### src/intr_consts.svh
// register offsets, field positions, reset values and timing figures of the interrupt block
`ifndef INTR_CONSTS_SVH
`define INTR_CONSTS_SVH

// register offsets in data space
`define OPT_ADDR        8'hc8
`define POL_ADDR        8'hda

// reset values
`define OPT_RESET       8'h00
`define POL_RESET       4'h0
`define RDATA_IDLE      8'h00

// option register field positions
`define OPT_LEVEL_BIT   6
`define OPT_EDGE2_BIT   5
`define OPT_GEN_BIT     4

// polarity register field positions
`define POL_D_BIT       3
`define POL_C_BIT       2
`define POL_A_BIT       1
`define POL_B_BIT       0

// vector source numbers
`define SRC_NMI         3'h0
`define SRC_ONE         3'h1
`define SRC_TWO         3'h2
`define SRC_THREE       3'h3
`define SRC_FOUR        3'h4

// timing
`define CLK_PERIOD_NS   100
`define STAB_TIME_US    2000

`endif

### src/intr_pkg.sv
// types shared by the interrupt option and wake control block
package intr_pkg;

  typedef enum logic [3:0] {
    PS_RUN  = 4'b0001,
    PS_WAIT = 4'b0010,
    PS_STOP = 4'b0100,
    PS_STAB = 4'b1000
  } pstate_t;

  typedef enum logic [2:0] {
    MD_NORMAL = 3'b001,
    MD_INTR   = 3'b010,
    MD_NMI    = 3'b100
  } mode_t;

  typedef struct packed {
    logic [7:0] addr;
    logic [7:0] wdata;
    logic       wr;
    logic       rd;
    logic       bitOp;
  } reg_bus_t;

  typedef struct packed {
    logic       waitExec;
    logic       stopExec;
    logic       vecAck;
    logic [2:0] ackSrc;
    logic       reti;
  } core_cmd_t;

  typedef struct packed {
    logic timerZeroFlag;
    logic timerIrqMask;
    logic convDoneFlag;
    logic converterIrqMask;
    logic byteReceivedFlag;
    logic serialRxIrqMask;
    logic byteSentFlag;
    logic serialTxIrqMask;
  } src4_req_t;

  typedef struct packed {
    logic reloadOverflowFlag;
    logic reloadOverflowMask;
    logic compareMatchFlag;
    logic reloadCompareMask;
    logic inputEdgeFlag;
    logic reloadEdgeMask;
  } src3_req_t;

  typedef struct packed {
    logic       irqReq;
    logic [2:0] irqVec;
  } core_irq_t;

endpackage

### src/pin_event_detect.sv
// synchronises one port's pins and reports active edges and active levels
`timescale 1ns/1ps
module pin_event_detect #(
  parameter int PW = 8
) (
  // clock and reset
  input  wire logic          clk_sys,
  input  wire logic          resetn,
  // pins and per-pin interrupt enable
  input  wire logic [PW-1:0] pins,
  input  wire logic [PW-1:0] armed,
  // 1 selects rising edge or high level
  input  wire logic          senseHigh,
  // results
  output logic               edgeHit,
  output logic               levelHit
);

  typedef struct packed {
    logic [PW-1:0] meta;
    logic [PW-1:0] sync;
    logic [PW-1:0] prev;
  } det_state_t;

  det_state_t st;
  det_state_t next_st;

  initial begin
    if (PW < 1 || PW > 8) $error("pin_event_detect: PW must be 1 to 8");
  end

  always_comb begin
    next_st      = st;
    next_st.meta = pins;
    next_st.sync = st.meta;
    next_st.prev = st.sync;
  end

  always_ff @(posedge clk_sys or negedge resetn) begin
    if (!resetn) begin
      // pulled-up idle level, so no false edge follows reset
      st <= '1;
    end else begin
      st <= next_st;
    end
  end

  // active sense follows the polarity input
  assign edgeHit  = |(armed & (senseHigh ? (st.sync & ~st.prev) : (~st.sync & st.prev)));
  assign levelHit = |(armed & (senseHigh ? st.sync : ~st.sync));

endmodule

### src/interrupt_option_and_wake_control.sv
// interrupt request logic with option and polarity registers and WAIT/STOP control
//
// Notes on behaviour
// - option register at c8h, write-only, no single-bit writes, resets to 00h
// - option bit 6 set makes port A on source 1 level sensitive, clear makes it edge; serial end is always level
// - option bit 5 picks the edge polarity of source 2
// - option bit 4 enables all sources; cleared, only the non-maskable one stays
// - with global enable low the non-maskable source is served but cannot wake
// - timer, converter, serial receive and transmit events, each masked, request source 4
// - reload timer overflow, compare and input edge, each masked, share source 3
// - port C to source 0; port A and serial end to source 1; B and D to 2
// - polarity register at dah, read/write, bits D C A B, set inverts, reset clears
// - ports B and D fall when polarity equals source-2 bit, otherwise rise
// - port A falling, low, rising or high from level bit and its polarity bit
// - port C always edge: falling with polarity zero, rising with one
// - WAIT stops fetching while oscillator and peripherals keep running
// - interrupt leaves WAIT with no added delay
// - pin or watchdog reset ends WAIT or STOP through normal reset
// - STOP only with watchdog off; oscillator halts until interrupt or reset
// - interrupt leaving STOP inserts a stabilisation delay before fetching
// - waking by interrupt leaves the oscillator selection as it was
// - from main program the waking routine runs first, then the next instruction
// - from non-maskable routine any request wakes; stays in that mode, others pend
// - edge source keeps one latched request, set by edge, cleared at routine start
// - fixed priority: source 0 preempts all, sources 1 to 4 in order, no nesting
// - WAIT and STOP are ignored while an enabled request is pending
//
// Implementation choice: the strobed register port.
`timescale 1ns/1ps
`include "intr_consts.svh"
module interrupt_option_and_wake_control #(
  parameter int PW       = 8,
  parameter int STAB_US  = `STAB_TIME_US,
  parameter int CNT_W    = 16
) (
  // clock and reset
  input  wire logic                clk_sys,
  input  wire logic                resetn,
  // register port
  input  wire intr_pkg::reg_bus_t  regBus,
  output logic [7:0]               rdata,
  // core commands and status
  input  wire intr_pkg::core_cmd_t coreCmd,
  input  wire logic                watchdogActive,
  // peripheral requests
  input  wire intr_pkg::src4_req_t src4Req,
  input  wire intr_pkg::src3_req_t src3Req,
  input  wire logic                spiDone,
  // port pins and per-pin interrupt enables
  input  wire logic [PW-1:0]       pinsA,
  input  wire logic [PW-1:0]       pinsB,
  input  wire logic [PW-1:0]       pinsC,
  input  wire logic [PW-1:0]       pinsD,
  input  wire logic [PW-1:0]       irqEnA,
  input  wire logic [PW-1:0]       irqEnB,
  input  wire logic [PW-1:0]       irqEnC,
  input  wire logic [PW-1:0]       irqEnD,
  // core control
  output intr_pkg::core_irq_t      irq,
  output logic                     coreFetch,
  output logic                     oscRun,
  output logic                     stabBusy
);
  import intr_pkg::*;

  localparam int STAB_CYCLES = (STAB_US * 1000 + `CLK_PERIOD_NS - 1) / `CLK_PERIOD_NS;

  initial begin
    if (STAB_CYCLES < 1 || STAB_CYCLES >= (1 << CNT_W)) $error("stabilisation count does not fit CNT_W");
  end

  typedef struct packed {
    logic             optLevel;
    logic             optEdge2;
    logic             optGen;
    logic [3:0]       polarity;
    logic             latch0;
    logic             latch1;
    logic             latch2;
    mode_t            mode;
    mode_t            prevMode;
    pstate_t          pstate;
    logic [CNT_W-1:0] stabCnt;
    logic [7:0]       rdata;
    core_irq_t        irq;
    logic             coreFetch;
    logic             oscRun;
    logic             stabBusy;
  } ctl_state_t;

  ctl_state_t st;
  ctl_state_t next_st;

  logic       edgeA;
  logic       lvlA;
  logic       edgeB;
  logic       edgeC;
  logic       edgeD;
  logic       senseB;
  logic       senseD;
  logic       gen;
  logic       set0;
  logic       set1;
  logic       set2;
  logic       raw3;
  logic       raw4;
  logic       src1Level;
  logic [4:0] pend;
  logic [4:0] svc;
  logic       wake;
  logic       ack0;
  logic       ack1;
  logic       ack2;

  assign gen    = st.optGen;
  assign senseB = st.polarity[`POL_B_BIT] ^ st.optEdge2;
  assign senseD = st.polarity[`POL_D_BIT] ^ st.optEdge2;

  pin_event_detect #(.PW(PW)) u_portA (
    .clk_sys   (clk_sys),
    .resetn    (resetn),
    .pins      (pinsA),
    .armed     (irqEnA),
    .senseHigh (st.polarity[`POL_A_BIT]),
    .edgeHit   (edgeA),
    .levelHit  (lvlA)
  );

  pin_event_detect #(.PW(PW)) u_portB (
    .clk_sys   (clk_sys),
    .resetn    (resetn),
    .pins      (pinsB),
    .armed     (irqEnB),
    .senseHigh (senseB),
    .edgeHit   (edgeB),
    .levelHit  ()
  );

  pin_event_detect #(.PW(PW)) u_portC (
    .clk_sys   (clk_sys),
    .resetn    (resetn),
    .pins      (pinsC),
    .armed     (irqEnC),
    .senseHigh (st.polarity[`POL_C_BIT]),
    .edgeHit   (edgeC),
    .levelHit  ()
  );

  pin_event_detect #(.PW(PW)) u_portD (
    .clk_sys   (clk_sys),
    .resetn    (resetn),
    .pins      (pinsD),
    .armed     (irqEnD),
    .senseHigh (senseD),
    .edgeHit   (edgeD),
    .levelHit  ()
  );

  // request sources
  always_comb begin
    raw4 = gen & ((src4Req.timerZeroFlag & src4Req.timerIrqMask)
                | (src4Req.convDoneFlag & src4Req.converterIrqMask)
                | (src4Req.byteReceivedFlag & src4Req.serialRxIrqMask)
                | (src4Req.byteSentFlag & src4Req.serialTxIrqMask));
    raw3 = gen & ((src3Req.reloadOverflowFlag & src3Req.reloadOverflowMask)
                | (src3Req.compareMatchFlag & src3Req.reloadCompareMask)
                | (src3Req.inputEdgeFlag & src3Req.reloadEdgeMask));
    src1Level = gen & ((st.optLevel & lvlA) | spiDone);
    set0 = edgeC;
    set1 = gen & ~st.optLevel & edgeA;
    set2 = gen & (edgeB | edgeD);
    pend[0] = st.latch0;
    pend[1] = (st.latch1 & gen) | src1Level;
    pend[2] = st.latch2 & gen;
    pend[3] = raw3;
    pend[4] = raw4;
    wake = gen & (|pend);
    case (st.mode)
      MD_NMI:  svc = 5'h00;
      MD_INTR: svc = {4'h0, pend[0]};
      default: svc = pend;
    endcase
    ack0 = coreCmd.vecAck & (coreCmd.ackSrc == `SRC_NMI);
    ack1 = coreCmd.vecAck & (coreCmd.ackSrc == `SRC_ONE);
    ack2 = coreCmd.vecAck & (coreCmd.ackSrc == `SRC_TWO);
  end

  always_comb begin
    next_st = st;
    // edge latches hold one request; a new edge wins over the clearing acknowledge
    next_st.latch0 = set0 | (st.latch0 & ~ack0);
    next_st.latch1 = set1 | (st.latch1 & ~ack1);
    next_st.latch2 = set2 | (st.latch2 & ~ack2);
    // register writes
    if (regBus.wr && regBus.addr == `OPT_ADDR && !regBus.bitOp) begin
      next_st.optLevel = regBus.wdata[`OPT_LEVEL_BIT];
      next_st.optEdge2 = regBus.wdata[`OPT_EDGE2_BIT];
      next_st.optGen   = regBus.wdata[`OPT_GEN_BIT];
    end
    if (regBus.wr && regBus.addr == `POL_ADDR) begin
      next_st.polarity = regBus.wdata[3:0];
    end
    // read data stand one cycle; option register reads as zero
    next_st.rdata = `RDATA_IDLE;
    if (regBus.rd && regBus.addr == `POL_ADDR) begin
      next_st.rdata = {4'h0, st.polarity};
    end
    // core mode tracking
    if (coreCmd.vecAck) begin
      if (coreCmd.ackSrc == `SRC_NMI) begin
        next_st.mode     = MD_NMI;
        next_st.prevMode = st.mode;
      end else begin
        next_st.mode = MD_INTR;
      end
    end else if (coreCmd.reti) begin
      next_st.mode = (st.mode == MD_NMI) ? st.prevMode : MD_NORMAL;
    end
    // power state
    case (st.pstate)
      PS_RUN: begin
        if ((coreCmd.waitExec || coreCmd.stopExec) && !wake) begin
          next_st.coreFetch = 1'b0;
          if (coreCmd.stopExec && !watchdogActive) begin
            next_st.pstate = PS_STOP;
            next_st.oscRun = 1'b0;
          end else begin
            next_st.pstate = PS_WAIT;
          end
        end
      end
      PS_WAIT: begin
        if (wake) begin
          next_st.pstate    = PS_RUN;
          next_st.coreFetch = 1'b1;
        end
      end
      PS_STOP: begin
        if (wake) begin
          next_st.pstate  = PS_STAB;
          next_st.oscRun  = 1'b1;
          next_st.stabCnt = CNT_W'(STAB_CYCLES - 1);
        end
      end
      PS_STAB: begin
        if (st.stabCnt == '0) begin
          next_st.pstate    = PS_RUN;
          next_st.coreFetch = 1'b1;
        end else begin
          next_st.stabCnt = st.stabCnt - 1'b1;
        end
      end
      default: begin
        next_st.pstate    = PS_RUN;
        next_st.coreFetch = 1'b1;
        next_st.oscRun    = 1'b1;
      end
    endcase
    // highest priority serviceable request, offered only while running
    next_st.irq.irqReq = (st.pstate == PS_RUN) && (|svc) && !coreCmd.vecAck;
    if (svc[0]) begin
      next_st.irq.irqVec = `SRC_NMI;
    end else if (svc[1]) begin
      next_st.irq.irqVec = `SRC_ONE;
    end else if (svc[2]) begin
      next_st.irq.irqVec = `SRC_TWO;
    end else if (svc[3]) begin
      next_st.irq.irqVec = `SRC_THREE;
    end else begin
      next_st.irq.irqVec = `SRC_FOUR;
    end
    // stabilisation flag kept in a flop so the output is registered
    next_st.stabBusy = (next_st.pstate == PS_STAB);
  end

  // reset returns everything to run through the normal path
  always_ff @(posedge clk_sys or negedge resetn) begin
    if (!resetn) begin
      st           <= '0;
      st.mode      <= MD_NORMAL;
      st.prevMode  <= MD_NORMAL;
      st.pstate    <= PS_RUN;
      st.polarity  <= `POL_RESET;
      st.optLevel  <= 1'b0;
      st.optEdge2  <= 1'b0;
      st.optGen    <= 1'b0;
      st.coreFetch <= 1'b1;
      st.oscRun    <= 1'b1;
      st.rdata     <= `RDATA_IDLE;
    end else begin
      st <= next_st;
    end
  end

  assign rdata         = st.rdata;
  assign irq           = st.irq;
  assign coreFetch     = st.coreFetch;
  assign oscRun        = st.oscRun;
  assign stabBusy      = st.stabBusy;
endmodule

### config.mk
export PLATFORM = sky130hd
export DESIGN_NAME = interrupt_option_and_wake_control
export DESIGN_NICKNAME = d
export VERILOG_FILES = /design/src/intr_pkg.sv /design/src/pin_event_detect.sv /design/src/interrupt_option_and_wake_control.sv
export VERILOG_INCLUDE_DIRS = /design/src /design/src/src
export SDC_FILE = /design/constraint.sdc
export NUM_CORES = 1
export LEC_CHECK = 0
export BUFFER_PORTS_ARGS = -buffer_cell sky130_fd_sc_hd__buf_2
export CORE_ASPECT_RATIO = 0.7
export CORE_MARGIN = 2
export CORE_UTILIZATION = 30
export DETAILED_ROUTE_END_ITERATION = 6
export REMOVE_ABC_BUFFERS = 1
export SYNTH_ARGS = -nofsm -noshare
export SYNTH_HDL_FRONTEND = slang
export SYNTH_SLANG_ARGS = --single-unit
### constraint.sdc
create_clock -name clk_sys -period 2.7 [get_ports clk_sys]
set_clock_uncertainty 0.15 [all_clocks]
set_input_delay 0.405 -clock clk_sys [delete_from_list [all_inputs] [get_ports clk_sys]]
set_output_delay 0.405 -clock clk_sys [all_outputs]
set_load 0.1 [all_outputs]
# Yosys cells after proc, flatten, opt, wreduce, memory -nomap -nowiden
# Index checks and enable logic that the tools add are counted.
totals:
  ramBits: 0
  rom_bits: 0
  reg_bits: 147
  n_memories: 0
  out_inout_bits: 15
  word_cells: 168
  latch_bits: 0
classes:
  add_sub_neg: 1
  n_lt_le_gt_ge: 0
  mux: 29
  shifts: 0
  bitwise_logic: 63
  mul: 0
  eq_ne: 17
  reduce_logical: 29
  n_div: 0
ops:
  columns: ["op", "n"]
  rows:
  - ["$and 8x8->8", 13]
  - ["$not 8->8", 8]
  - ["$mux 8", 5]
  - ["$reduce_or 8->1", 5]
  - ["$pmux 16 s2", 1]
  - ["$mux 3", 9]
  - ["$and 1x1->1", 23]
  - ["$mux 20", 1]
  - ["$eq 8x8->1 const B", 2]
  - ["$logic_not 16->1", 1]
  - ["$mux 16", 1]
  - ["$mux 4", 4]
  - ["$pmux 4 s4", 1]
  - ["$sub 16x1->16 const B", 1]
  - ["$ne 2x2->1 const B", 6]
  - ["$or 1x1->1", 11]
  - ["$pmux 5 s2", 1]
  - ["$reduce_or 5->1", 2]
  - ["$eq 4x4->1 const B", 2]
  - ["$logic_and 1x1->1", 8]
  - ["$reduce_and 4->1", 2]
  - ["$eq 3x2->1 const B", 2]
  - ["$not 1->1", 6]
  - ["$eq 4x1->1 const B", 1]
  - ["other kinds (16)", 23]

# Logic depth before layout (Yosys ltp)
# Gate-level depths: netlist of the first run.
logic_depth:
  depth_word: 15
  ltp_mapped: 9
  ltp_nobuf: 8

# Modules after synthesis
# From an unflattened synthesis of the first run, not the netlist that was laid out.
hier_totals:
  hier_cells: 516
  hier_area_um2: 5990.7
by_module_without_submodules:
  columns: ["mod", "n_inst", "area_per_inst_um2", "cells_per_inst", "seq_area_each_um2"]
  rows:
  - ["pin_event_detect", 4, 900.9, 71, 630.6]
  - ["interrupt_option_and_wake_control", 1, 2387.3, 232, 1182.4]

# Worst setup path before layout of the first run
# OpenSTA, ideal clock, no wires.
synth_path:
  path_kind: "register -> register"
  startpoint: "reg u_portA.st (netlist bit u_portA.next_st[6])"
  endpoint: "reg st (netlist bit irq[3])"
  stages_incl_launch_ff: 8
  setup_slack_ns: 0.575
  setup_time_ns: 0.120
  path_buffers: 0
  period_less_slack_ns: 2.125
  arrival_ns: 1.855
  cell_sequence: "dfstp_2 > inv_1 > a221o_1 > a222oi_1 > a21o_1 > nor3b_2 > a21oi_1 > o211a_1"
synth_rtl:
  columns: ["element", "line_no", "rtl"]
  rows:
  - ["start: declaration", "pin_event_detect.sv:25", "det_state_t st;"]
  - ["start signal: assignment", "pin_event_detect.sv:44", "st <= next_st;"]
  - ["end signal: assignment", "interrupt_option_and_wake_control.sv:291", "st <= next_st;"]
  - ["end: declaration", "interrupt_option_and_wake_control.sv:91", "ctl_state_t st;"]

==> results of run 1 <==
[where the power goes]
part	switching [µW]	internal, µW	total [µW]
sequential	123	2360	2490
combinational	434	272	706
clock	954	1380	2330
[worst register-to-register path: cells and delay by family (launching register included)]
family / cells / cell delay, ns
AOI/OAI and AO/OA: 4 / 1.13
xor gates and xnor gates: 1 / 0.51
DFF: 1 / 0.44
and+or+nand+nor: 1 / 0.08
[metrics by stage]
| step | instance area, µm² | setup WS [ns] |
|---|---|---|
| global placement | 6760 | 0.179 |
| floorplan | 5680 | 0.418 |
| CTS | 7680 | 0.161 |
| finish | 7680 | 0.274 |
| global route | 7680 | 0.0935 |
| detailed placement | 6760 | 0.180 |
[kinds of logic after synthesis]
kind of cell,count (synthesis),share of synthesized area [%]
adders and majority gates,1,0.214
AOI/OAI and AO/OA,105,11.9
xor gates and xnor gates,12,2.06
and+or+nand+nor,184,16.4
other,1,0.0642
muxes,10,1.91
buffers and inverters,43,4.05
DFF,143,63.4
[placed cells by master (no fill, tap or decap), types with 3 or more instances in the layout]
cell and n:
dlygate4sd3_1 33, inv_6 3, xor2_1 6, o21ai_1 7, nand2_1 70, nor3_1 11
buf_4 18, nor2_1 43, mux2_2 9, o21ai_0 31, clkbuf_16 17, o2bb2ai_1 4
nand4_1 4, a22oi_1 11, nand2b_1 11, conb_1 4, a22o_1 3, o41ai_1 3
nor3b_1 6, dfstp_2 101, nand3_1 6, and2_1 4, clkinv_4 3, nand3b_1 6
o22ai_1 14, inv_1 15, a21oi_1 9, a31oi_1 3, a21o_1 3, nor3b_2 3
a221o_1 4, dfrtp_1 42, xnor2_1 4, buf_2 116
[final timing paths]
path / slack [ns] / endpoint / start
setup / recovery: 0.27 / st[41] / st[49]
hold / removal: 0.06 / st[47] / regBus[6]
setup reg to reg: 0.27 / st[41] / st[49]
hold reg to reg: 0.20 / u_portA.next_st[4] / u_portA.next_st[12]
max in group asynchronous: 1.31 / u_portA.next_st[15] / resetn
min in group asynchronous: 0.37 / st[46] / resetn
[final cells by class]
| class | instances | area [µm²] | share of cell area (%) |
|---|---|---|---|
| Inverter | 17 | 63.8 | 0.831 |
| Sequential cell | 143 | 3700 | 48.2 |
| Clock buffer | 18 | 429 | 5.59 |
| Clock inverter | 14 | 156 | 2.04 |
| Multi-Input combinational cell | 316 | 1910 | 24.9 |
| Tap cell | 264 | 330 | 4.30 |
| Antenna cell | 1 | 2.50 | 0.0326 |
| Timing Repair Buffer | 169 | 1080 | 14.0 |
[state kept, by name, summed over array words and instances (netlist names)]
signal	count
st	34
u_portA.next_st	16
u_portB.next_st	16
u_portC.next_st	16
u_portD.next_st	16
u_portA.st	8
u_portB.st	8
u_portC.st	8
u_portD.st	8
irq	4
rdata	4
coreFetch	1
gen	1
oscRun	1
pend	1
stabBusy	1
[per-layer routing]
metal,share of wire (%),up-vias,routed length (µm),track usage (%)
met5,0,-,0,0
met4,1.5,0,187,4.08
met3,4.6,14,567,4.09
met2,44,100,5520,19.8
met1,50,1980,6180,17.7
li1,-,2074,-,-
[what timing repair did]
action                    in CTS  in global routing
hold buffers                  33                  0
hold endpoints to repair      49                  0
resized for setup              0                  0
==> results.md, run 1 <==
- Status: finished, final reports clean
- Least-Margin Pin Slew: 0.685 ns
- Setup crit end kind: flop
- CP delay by family, top: compound AO/OA/AOI/OAI gates
- Min Hold Slack: 0.0638 ns
- Worst path required time: 2.85 ns
- Share of layout cells above drive strength 1: 43.3%
- Total congestion overflow: 0
- Top cells by area, synth: dfstp_2 (45%), dfrtp_1 (18%), nand2_1 (4.5%)
- Max Clk Rate: 0.412 GHz
- TNS Setup: 0 ns
- CTS tree: built
- Initial Util: 30.7%
- Largest net degree at the start of global routing: 58
- Register area share after synthesis: 63.4%
- Max-slew violations: 0
- Placed Instances: 876
- Cell Chain, Critical Path: xnor2_2 -> o22ai_1 -> a22o_1 -> a221o_1 -> o41ai_1 -> nand2_1
- Site row count: 42
- Final setup viols: 0
- Setup CP Type: reg2reg
- Synth top area share: 45.4%
- WP data arrival: 2.57 ns
- WP depth: 6
- MaxCap Viol Count: 0
- Post-synth EDFFs: 0
- Period minus WS final: 2.43 ns
- Die footprint: 0.0206 mm²
- Mapped Cells: 499
- Period utilisation layout: 89.9%
- Core Util, Final: 40.4%
- Gpl congestion: 0.764
- DR vias/cell: 4.42
- Initial antenna violation count: 1
- CP bufs+invs: 0
- FF+latch count, synth: 143
- Power Dens Cells: 720 mW/mm²
- DRC Markers: 0
- Total power: 5530 µW
- Synth-to-Final Area Change: 31.4%
- Final nets: 773
- Slew margin rel.: 54.0%
- Final ANT Viol Nets: 0
- Hold path cells: 2
- Drt pass-1 iters: 5
- Tot GR Track Use: 13.0%
- Largest area contributor in the netlist: dfstp_2
- Clk root buf: clkbuf_16
- Synthesized area: 0.00584 mm²
- Ys async rst share: 100%
- Predominant post-synthesis flop cell: dfstp_2
- H-tree levels: 4
- Clk buf depth: 2
- Number of port buffers: 117
- Top cells by count, synth: dfstp_2 (101), nand2_1 (70), nor2_1 (43)
- Vias in the first global route: 4,135
- Ys Warns: 0
- Skew-Pair Late Insertion Delay: 0.42 ns
- Clock slew seen by the registers of the worst setup and hold paths: 0.06 ns
- Syn avg cell area: 11.7 µm²
- Detail Placement HPWL: 8.79 mm
- Post-synth cell types: 64
- Worst path slowest cell: xnor2_2
- Worst hold path type: in2reg
- TritonCTS buffer count: 17
- Average wire per standard cell: 13.2 µm
- Crit-path max FO: 10
- First-pass GRT wire length: 20.7 mm
- Setup crit start kind: flop
- Total Wirelength: 12.5 mm
- Leakage: 0.00338 µW
- Die H: 121 µm
- Setup bufs post-CTS: 0
- Vias: 4,168
- Final Hold Fails: 0
- Most frequent cell after synthesis: dfstp_2
- CP max stage delay: 0.51 ns
- # IOs: 123
- Clk sink count: 143
- Core Box Area: 0.0190 mm²
- FILL cells: 1,832
- Post-Layout Cell Count: 942
- RSZ-0062 raised after global routing: no
- VDD IR-drop max: 0.000308 V
- Iteration-0 DRC count of the detailed router: 224
- R2R depth: 6
- Width of the die: 171 µm
(Power assumes the default switching activity.)
==> run 2: changes to the inputs <==
--- a/config.mk
+++ b/config.mk
@@ -9,7 +9,7 @@
 export BUFFER_PORTS_ARGS = -buffer_cell sky130_fd_sc_hd__buf_2
 export CORE_ASPECT_RATIO = 0.7
 export CORE_MARGIN = 2
-export CORE_UTILIZATION = 30
+export CORE_UTILIZATION = 42
 export DETAILED_ROUTE_END_ITERATION = 6
 export REMOVE_ABC_BUFFERS = 1
 export SYNTH_ARGS = -nofsm -noshare
==> results.md, run 2 (synthesis results as in run 1) <==
- Status: finished, final reports clean
- DRC Markers: 0 (unchanged)
- CTS tree: built
- Crit-path max FO: 11 (+1)
- R2R depth: 6 (unchanged)
- Average wire per standard cell: 14.2 µm (+7.6%)
- Core Box Area: 0.0137 mm² (-28%)
- Synth-to-Final Area Change: 28.2%
- Top Usage Layer GRT: met2
- Most flop-heavy register: st
- RSZ-0062 raised after global routing: no
- Total congestion overflow: 0 (unchanged)
- TNS Setup: 0 ns (unchanged)
- Worst hold path type: in2reg
- CP max stage delay: 0.58 ns (+0.07 ns)
- Clock slew seen by the registers of the worst setup and hold paths: 0.06 ns (about the same)
- Least-Margin Pin Slew: 0.875 ns (+0.190 ns)
- Switching Share: 28.4% (+1.1 points)
- DP Area: 0.00660 mm² (-2.4%)
- Switch Pwr: 1530 µW (+1.4%)
- Drt pass-1 iters: 4 (-1)
- # IOs: 123 (unchanged)
- Setup CP Type: reg2reg
- Setup crit start kind: flop
- Vias in the first global route: 4,220 (+2.1%)
- Core Util, Final: 54.5% (+14 points)
- Worst path slowest cell: xnor2_2
- Seq pwr share: 46.2% (+1.2 points)
- Commonest non-fill, non-tap cells in the layout: buf_2 (116), dfstp_2 (101), nand2_1 (70), nor2_1 (43), dfrtp_1 (42)
- Site row count: 36 (-14%)
- Max-slew violations: 0 (unchanged)
- Slew margin rel.: 41.6% (-12 points)
- Worst path required time: 2.84 ns (about the same)
- Iteration-0 DRC count of the detailed router: 223 (-0.45%)
- VDD IR-drop max: 0.000428 V (+39%)
- M3 GR Usage: 4.96% (+0.86 points)
- Die H: 103 µm (-15%)
- Period utilisation layout: 90.4% (+0.51 points)
- Vias: 4,172 (+0.096%)
- Initial Util: 42.5% (+12 points)
- Hold path cells: 2 (unchanged)
- Power Dens Cells: 720 mW/mm² (about the same)
- Final setup viols: 0 (unchanged)
- Skew-Pair Late Insertion Delay: 0.42 ns (about the same)
- Clock share of power: 40.9% (-1.3 points)
- Share of layout cells above drive strength 1: 42.7% (-0.61 points)
- Tot GR Track Use: 17.4% (+4.4 points)
- Initial antenna violation count: 0 (-1)
- Ant diodes: 0 (-1)
- DR vias/cell: 4.86 (+9.9%)
- GRT met2 Usage: 28.5% (+8.7 points)
- WP depth: 6 (unchanged)
- Width of the die: 145 µm (-15%)
- Leakage: 0.00333 µW (-1.5%)
- CP bufs+invs: 0 (unchanged)
- FILL cells: 1,182 (-35%)
- Detail Placement HPWL: 8.43 mm (-4.1%)
- Cell Chain, Critical Path: xnor2_2 -> o22ai_1 -> a22o_1 -> a221o_1 -> o41ai_1 -> nand2_1
- First-pass GRT wire length: 20.2 mm (-2.4%)
- Max Clk Rate: 0.410 GHz (-0.57%)
- Final Hold Fails: 0 (unchanged)
- Die footprint: 0.0149 mm² (-28%)
- Final nets: 764 (-1.2%)
- H-tree levels: 4 (unchanged)
- Gate power share: 12.9% (about the same)
- Pint: 3860 µW (-3.8%)
- WP data arrival: 2.58 ns (about the same)
- Number of port buffers: 117 (unchanged)
- Most common cell after layout, fill and taps aside: buf_2
- Gpl congestion: 0.806 (+5.5%)
- Setup crit end kind: flop
- Cell area after layout: 0.00749 mm² (-2.5%)
- Post-cts gate resize count: 0 (unchanged)
- Final ANT Viol Nets: 0 (unchanged)
- TritonCTS buffer count: 17 (unchanged)
- Clk root buf: clkbuf_16
- Largest net degree at the start of global routing: 63 (+8.6%)
- Clk sink count: 143 (unchanged)
- CP delay by family, top: compound AO/OA/AOI/OAI gates
- MaxCap Viol Count: 0 (unchanged)
- Total Wirelength: 12.2 mm (-2.0%)
- Clk buf depth: 2 (unchanged)
- Max reg flops: 34 (unchanged)
- Period minus WS final: 2.44 ns (+0.0139 ns)
- Met1 Usage GRT: 22.5% (+4.8 points)
run 2: power by group through the flow:
stage | logic (µW) | clock network, µW | registers, µW
2_1_floorplan | 285 | 0 | 2650
3_3_place_gp | 646 | 0 | 2520
3_5_place_dp | 660 | 0 | 2520
4_1_cts | 703 | 2260 | 2490
5_1_grt | 766 | 2370 | 2510
6_report | 698 | 2210 | 2490
run 2: cell type report:
| cell class | instances | area, µm² | area share, % |
|---|---|---|---|
| repair buffers | 160 | 1010 | 13.5 |
| flip-flops and latches | 143 | 3700 | 49.5 |
| clock buffers | 18 | 439 | 5.86 |
| clock inverters | 14 | 120 | 1.60 |
| multi-input cells | 316 | 1910 | 25.6 |
| well taps | 190 | 238 | 3.17 |
| inverters | 17 | 63.8 | 0.852 |
run 2: worst paths after layout:
| check | slack, ns | startpoint | to |
|---|---|---|---|
| max in group asynchronous | 1.27 | resetn | u_portD.st[3] |
| worst max register to register | 0.26 | st[49] | st[41] |
| min in group asynchronous | 0.35 | resetn | st[28] |
| worst max-delay path | 0.26 | st[49] | st[41] |
| worst min register to register | 0.20 | u_portB.next_st[13] | u_portB.next_st[5] |
| worst min-delay path | 0.07 | coreCmd[4] | st[38] |
run 2: through the flow:
step	cells	hold WS, ns	power [µW]	setup slack, ns
floorplan	476	-0.0406	2930	0.418
global placement	793	0.196	3160	0.200
detailed placement	793	0.197	3180	0.103
CTS	858	0.0412	5460	0.236
global route	858	0.0599	5650	0.0747
finish	858	0.0669	5390	0.260
run 2: routing by layer:
layer	share of wire, %	up-vias	routed length [µm]
met4	1.3	0	163
li1	-	2046	-
met5	0	-	0
met3	4.7	20	576
met2	46	113	5650
met1	48	1993	5820
run 2: what timing repair did:
action                                 in CTS  in global routing
hold buffers                               33                  0
buffers inserted                            0                  0
endpoints found under the hold margin      34                  0
==> run 3: changes to the inputs <==
--- a/config.mk
+++ b/config.mk
@@ -6,11 +6,10 @@
 export SDC_FILE = /design/constraint.sdc
 export NUM_CORES = 1
 export LEC_CHECK = 0
-export BUFFER_PORTS_ARGS = -buffer_cell sky130_fd_sc_hd__buf_2
 export CORE_ASPECT_RATIO = 0.7
-export CORE_MARGIN = 2
 export CORE_UTILIZATION = 42
 export DETAILED_ROUTE_END_ITERATION = 6
+export DONT_BUFFER_PORTS = 1
 export REMOVE_ABC_BUFFERS = 1
 export SYNTH_ARGS = -nofsm -noshare
 export SYNTH_HDL_FRONTEND = slang
==> results.md, run 3 (synthesis results as in run 1) <==
- Status: complete, but fails checks
- Failing checks: hold timing
- Max reg flops: 34 (unchanged)
- Max Clk Rate: 0.391 GHz (-4.6%)
- Worst hold path type: in2async
- Tot GR Track Use: 17.7% (+0.24 points)
- Total congestion overflow: 0 (unchanged)
- Largest net degree at the start of global routing: 144 (+130%)
- VDD IR-drop max: 0.000437 V (+2.0%)
- Commonest non-fill, non-tap cells in the layout: dfstp_2 (101), nand2_1 (70), nor2_1 (43), dlygate4sd3_1 (43), dfrtp_1 (42)
- Most flop-heavy register: st
- MaxCap Viol Count: 0 (unchanged)
- Setup crit start kind: flop
- Vias in the first global route: 3,882 (-8.0%)
- Total Wirelength: 11.5 mm (-5.7%)
- Share of layout cells above drive strength 1: 29.9% (-13 points)
- Ant diodes: 0 (unchanged)
- Width of the die: 143 µm (-1.4%)
- Final nets: 658 (-14%)
- TNS Setup: 0 ns (unchanged)
- Average wire per standard cell: 15.4 µm (+8.4%)
- Crit-path max FO: 10 (-1)
- Clk sink count: 143 (unchanged)
- Least-Margin Pin Slew: 0.877 ns (+0.00210 ns)
- Clock slew seen by the registers of the worst setup and hold paths: 0.06 ns (about the same)
- Leakage: 0.00292 µW (-12%)
- Post-cts gate resize count: 0 (unchanged)
- First-pass GRT wire length: 19.2 mm (-4.8%)
- Final Hold Fails: 143 (+143)
- Period minus WS final: 2.56 ns (+0.117 ns)
- Site row count: 35 (-2.8%)
- Setup CP Type: reg2reg
- Setup crit end kind: flop
- Most common cell after layout, fill and taps aside: dfstp_2
- Iteration-0 DRC count of the detailed router: 202 (-9.4%)
- Number of port buffers: 0 (-100%)
- # IOs: 123 (unchanged)
- Drt pass-1 iters: 5 (+1)
- Min Hold Slack: -0.454 ns (-0.521 ns)
- Worst path required time: 2.86 ns (+0.02 ns)
- Core Box Area: 0.0134 mm² (-2.8%)
- Gpl congestion: 0.848 (+5.2%)
- Power Dens Cells: 767 mW/mm² (+6.5%)
- WP data arrival: 2.72 ns (+0.14 ns)
- Die footprint: 0.0144 mm² (-3.3%)
- Initial antenna violation count: 0 (unchanged)
- Vias: 3,844 (-7.9%)
- Initial Util: 43.8% (+1.2 points)
- Period utilisation layout: 94.7% (+4.3 points)
- Synth-to-Final Area Change: 20.1%
- FILL cells: 1,156 (-2.2%)
- Slew margin rel.: 41.5% (-0.10 points)
- RSZ-0062 raised after global routing: yes
- CTS tree: built
- DRC Markers: 0 (unchanged)
- Detail Placement HPWL: 7.87 mm (-6.6%)
- Clk root buf: clkbuf_16
- DR vias/cell: 5.15 (+6.0%)
- Die H: 101 µm (-1.9%)
- Final ANT Viol Nets: 0 (unchanged)
- H-tree levels: 4 (unchanged)
- Final setup viols: 0 (unchanged)
- Clk buf depth: 2 (unchanged)
- Max-slew violations: 0 (unchanged)
- Skew-Pair Late Insertion Delay: 0.41 ns (about the same)
- TritonCTS buffer count: 17 (unchanged)
-- run 3: timing repair --
action | 4_1_cts | 5_1_grt
hold buffers | 42 | 1
hold endpoints to repair | 184 | 144
setup endpoints to repair | 0 | 1
setup buffers | 0 | 0
-- run 3: area by class of cell --
class	count	area (µm²)	area share, %
clock buffer	18	439	6.26
multi-input combinational	316	1910	27.3
sequential	143	3700	52.8
clock inverter	13	153	2.17
inverter	17	63.8	0.909
timing repair buffer	54	513	7.31
tap	185	231	3.30
-- run 3: worst max-delay path: stages, from the launching register on --
cell and delay (ns):
dfstp_2 0.57, inv_1 0.05, a221o_1 0.30, a222oi_1 0.34, a21o_1 0.21, a21boi_1 0.25
o41ai_1 0.48, nand2_1 0.10
-- run 3: worst paths after layout --
check                      cells after the start            endpoint                start  slack, ns
max in group asynchronous                      0  u_portB.next_st[1]               resetn       2.58
max                                            7              st[31]   u_portA.next_st[6]       0.14
min                                            0              irq[3]               resetn      -0.45
min reg2reg                                    0  u_portA.next_st[6]  u_portA.next_st[14]       0.20
min in group clk_sys                           1              st[40]           coreCmd[4]       0.02
max reg2reg                                    7              st[31]   u_portA.next_st[6]       0.14
-- run 3: layer usage --
metal  GRT usage (%)  vias up  wire length, µm
li1                -     1837                -
met1            23.4     1865             5270
met2            26.5      136             5280
met3            7.27        6              903
met4            5.13        0               58
met5               0        -                0
-- run 3: stage by stage --
step | cell area [µm²] | setup WS [ns] | util [%] | total power (µW) | instances
2_1_floorplan | 5680 | 0.418 | - | 2930 | 476
3_3_place_gp | 6000 | 0.182 | 44.9 | 3020 | 672
3_5_place_dp | 6000 | 0.136 | 44.9 | 3040 | 672
4_1_cts | 7010 | 0.152 | 52.5 | 5450 | 745
5_1_grt | 7020 | -0.0123 | 52.6 | 5640 | 746
6_report | 7020 | 0.142 | 52.6 | 5380 | 746
-- run 3: report_power, final --
part / switching [µW] / internal (µW) / total, µW
Sequential: 285 / 2370 / 2650
Clock: 926 / 1400 / 2330
Combinational: 197 / 205 / 402
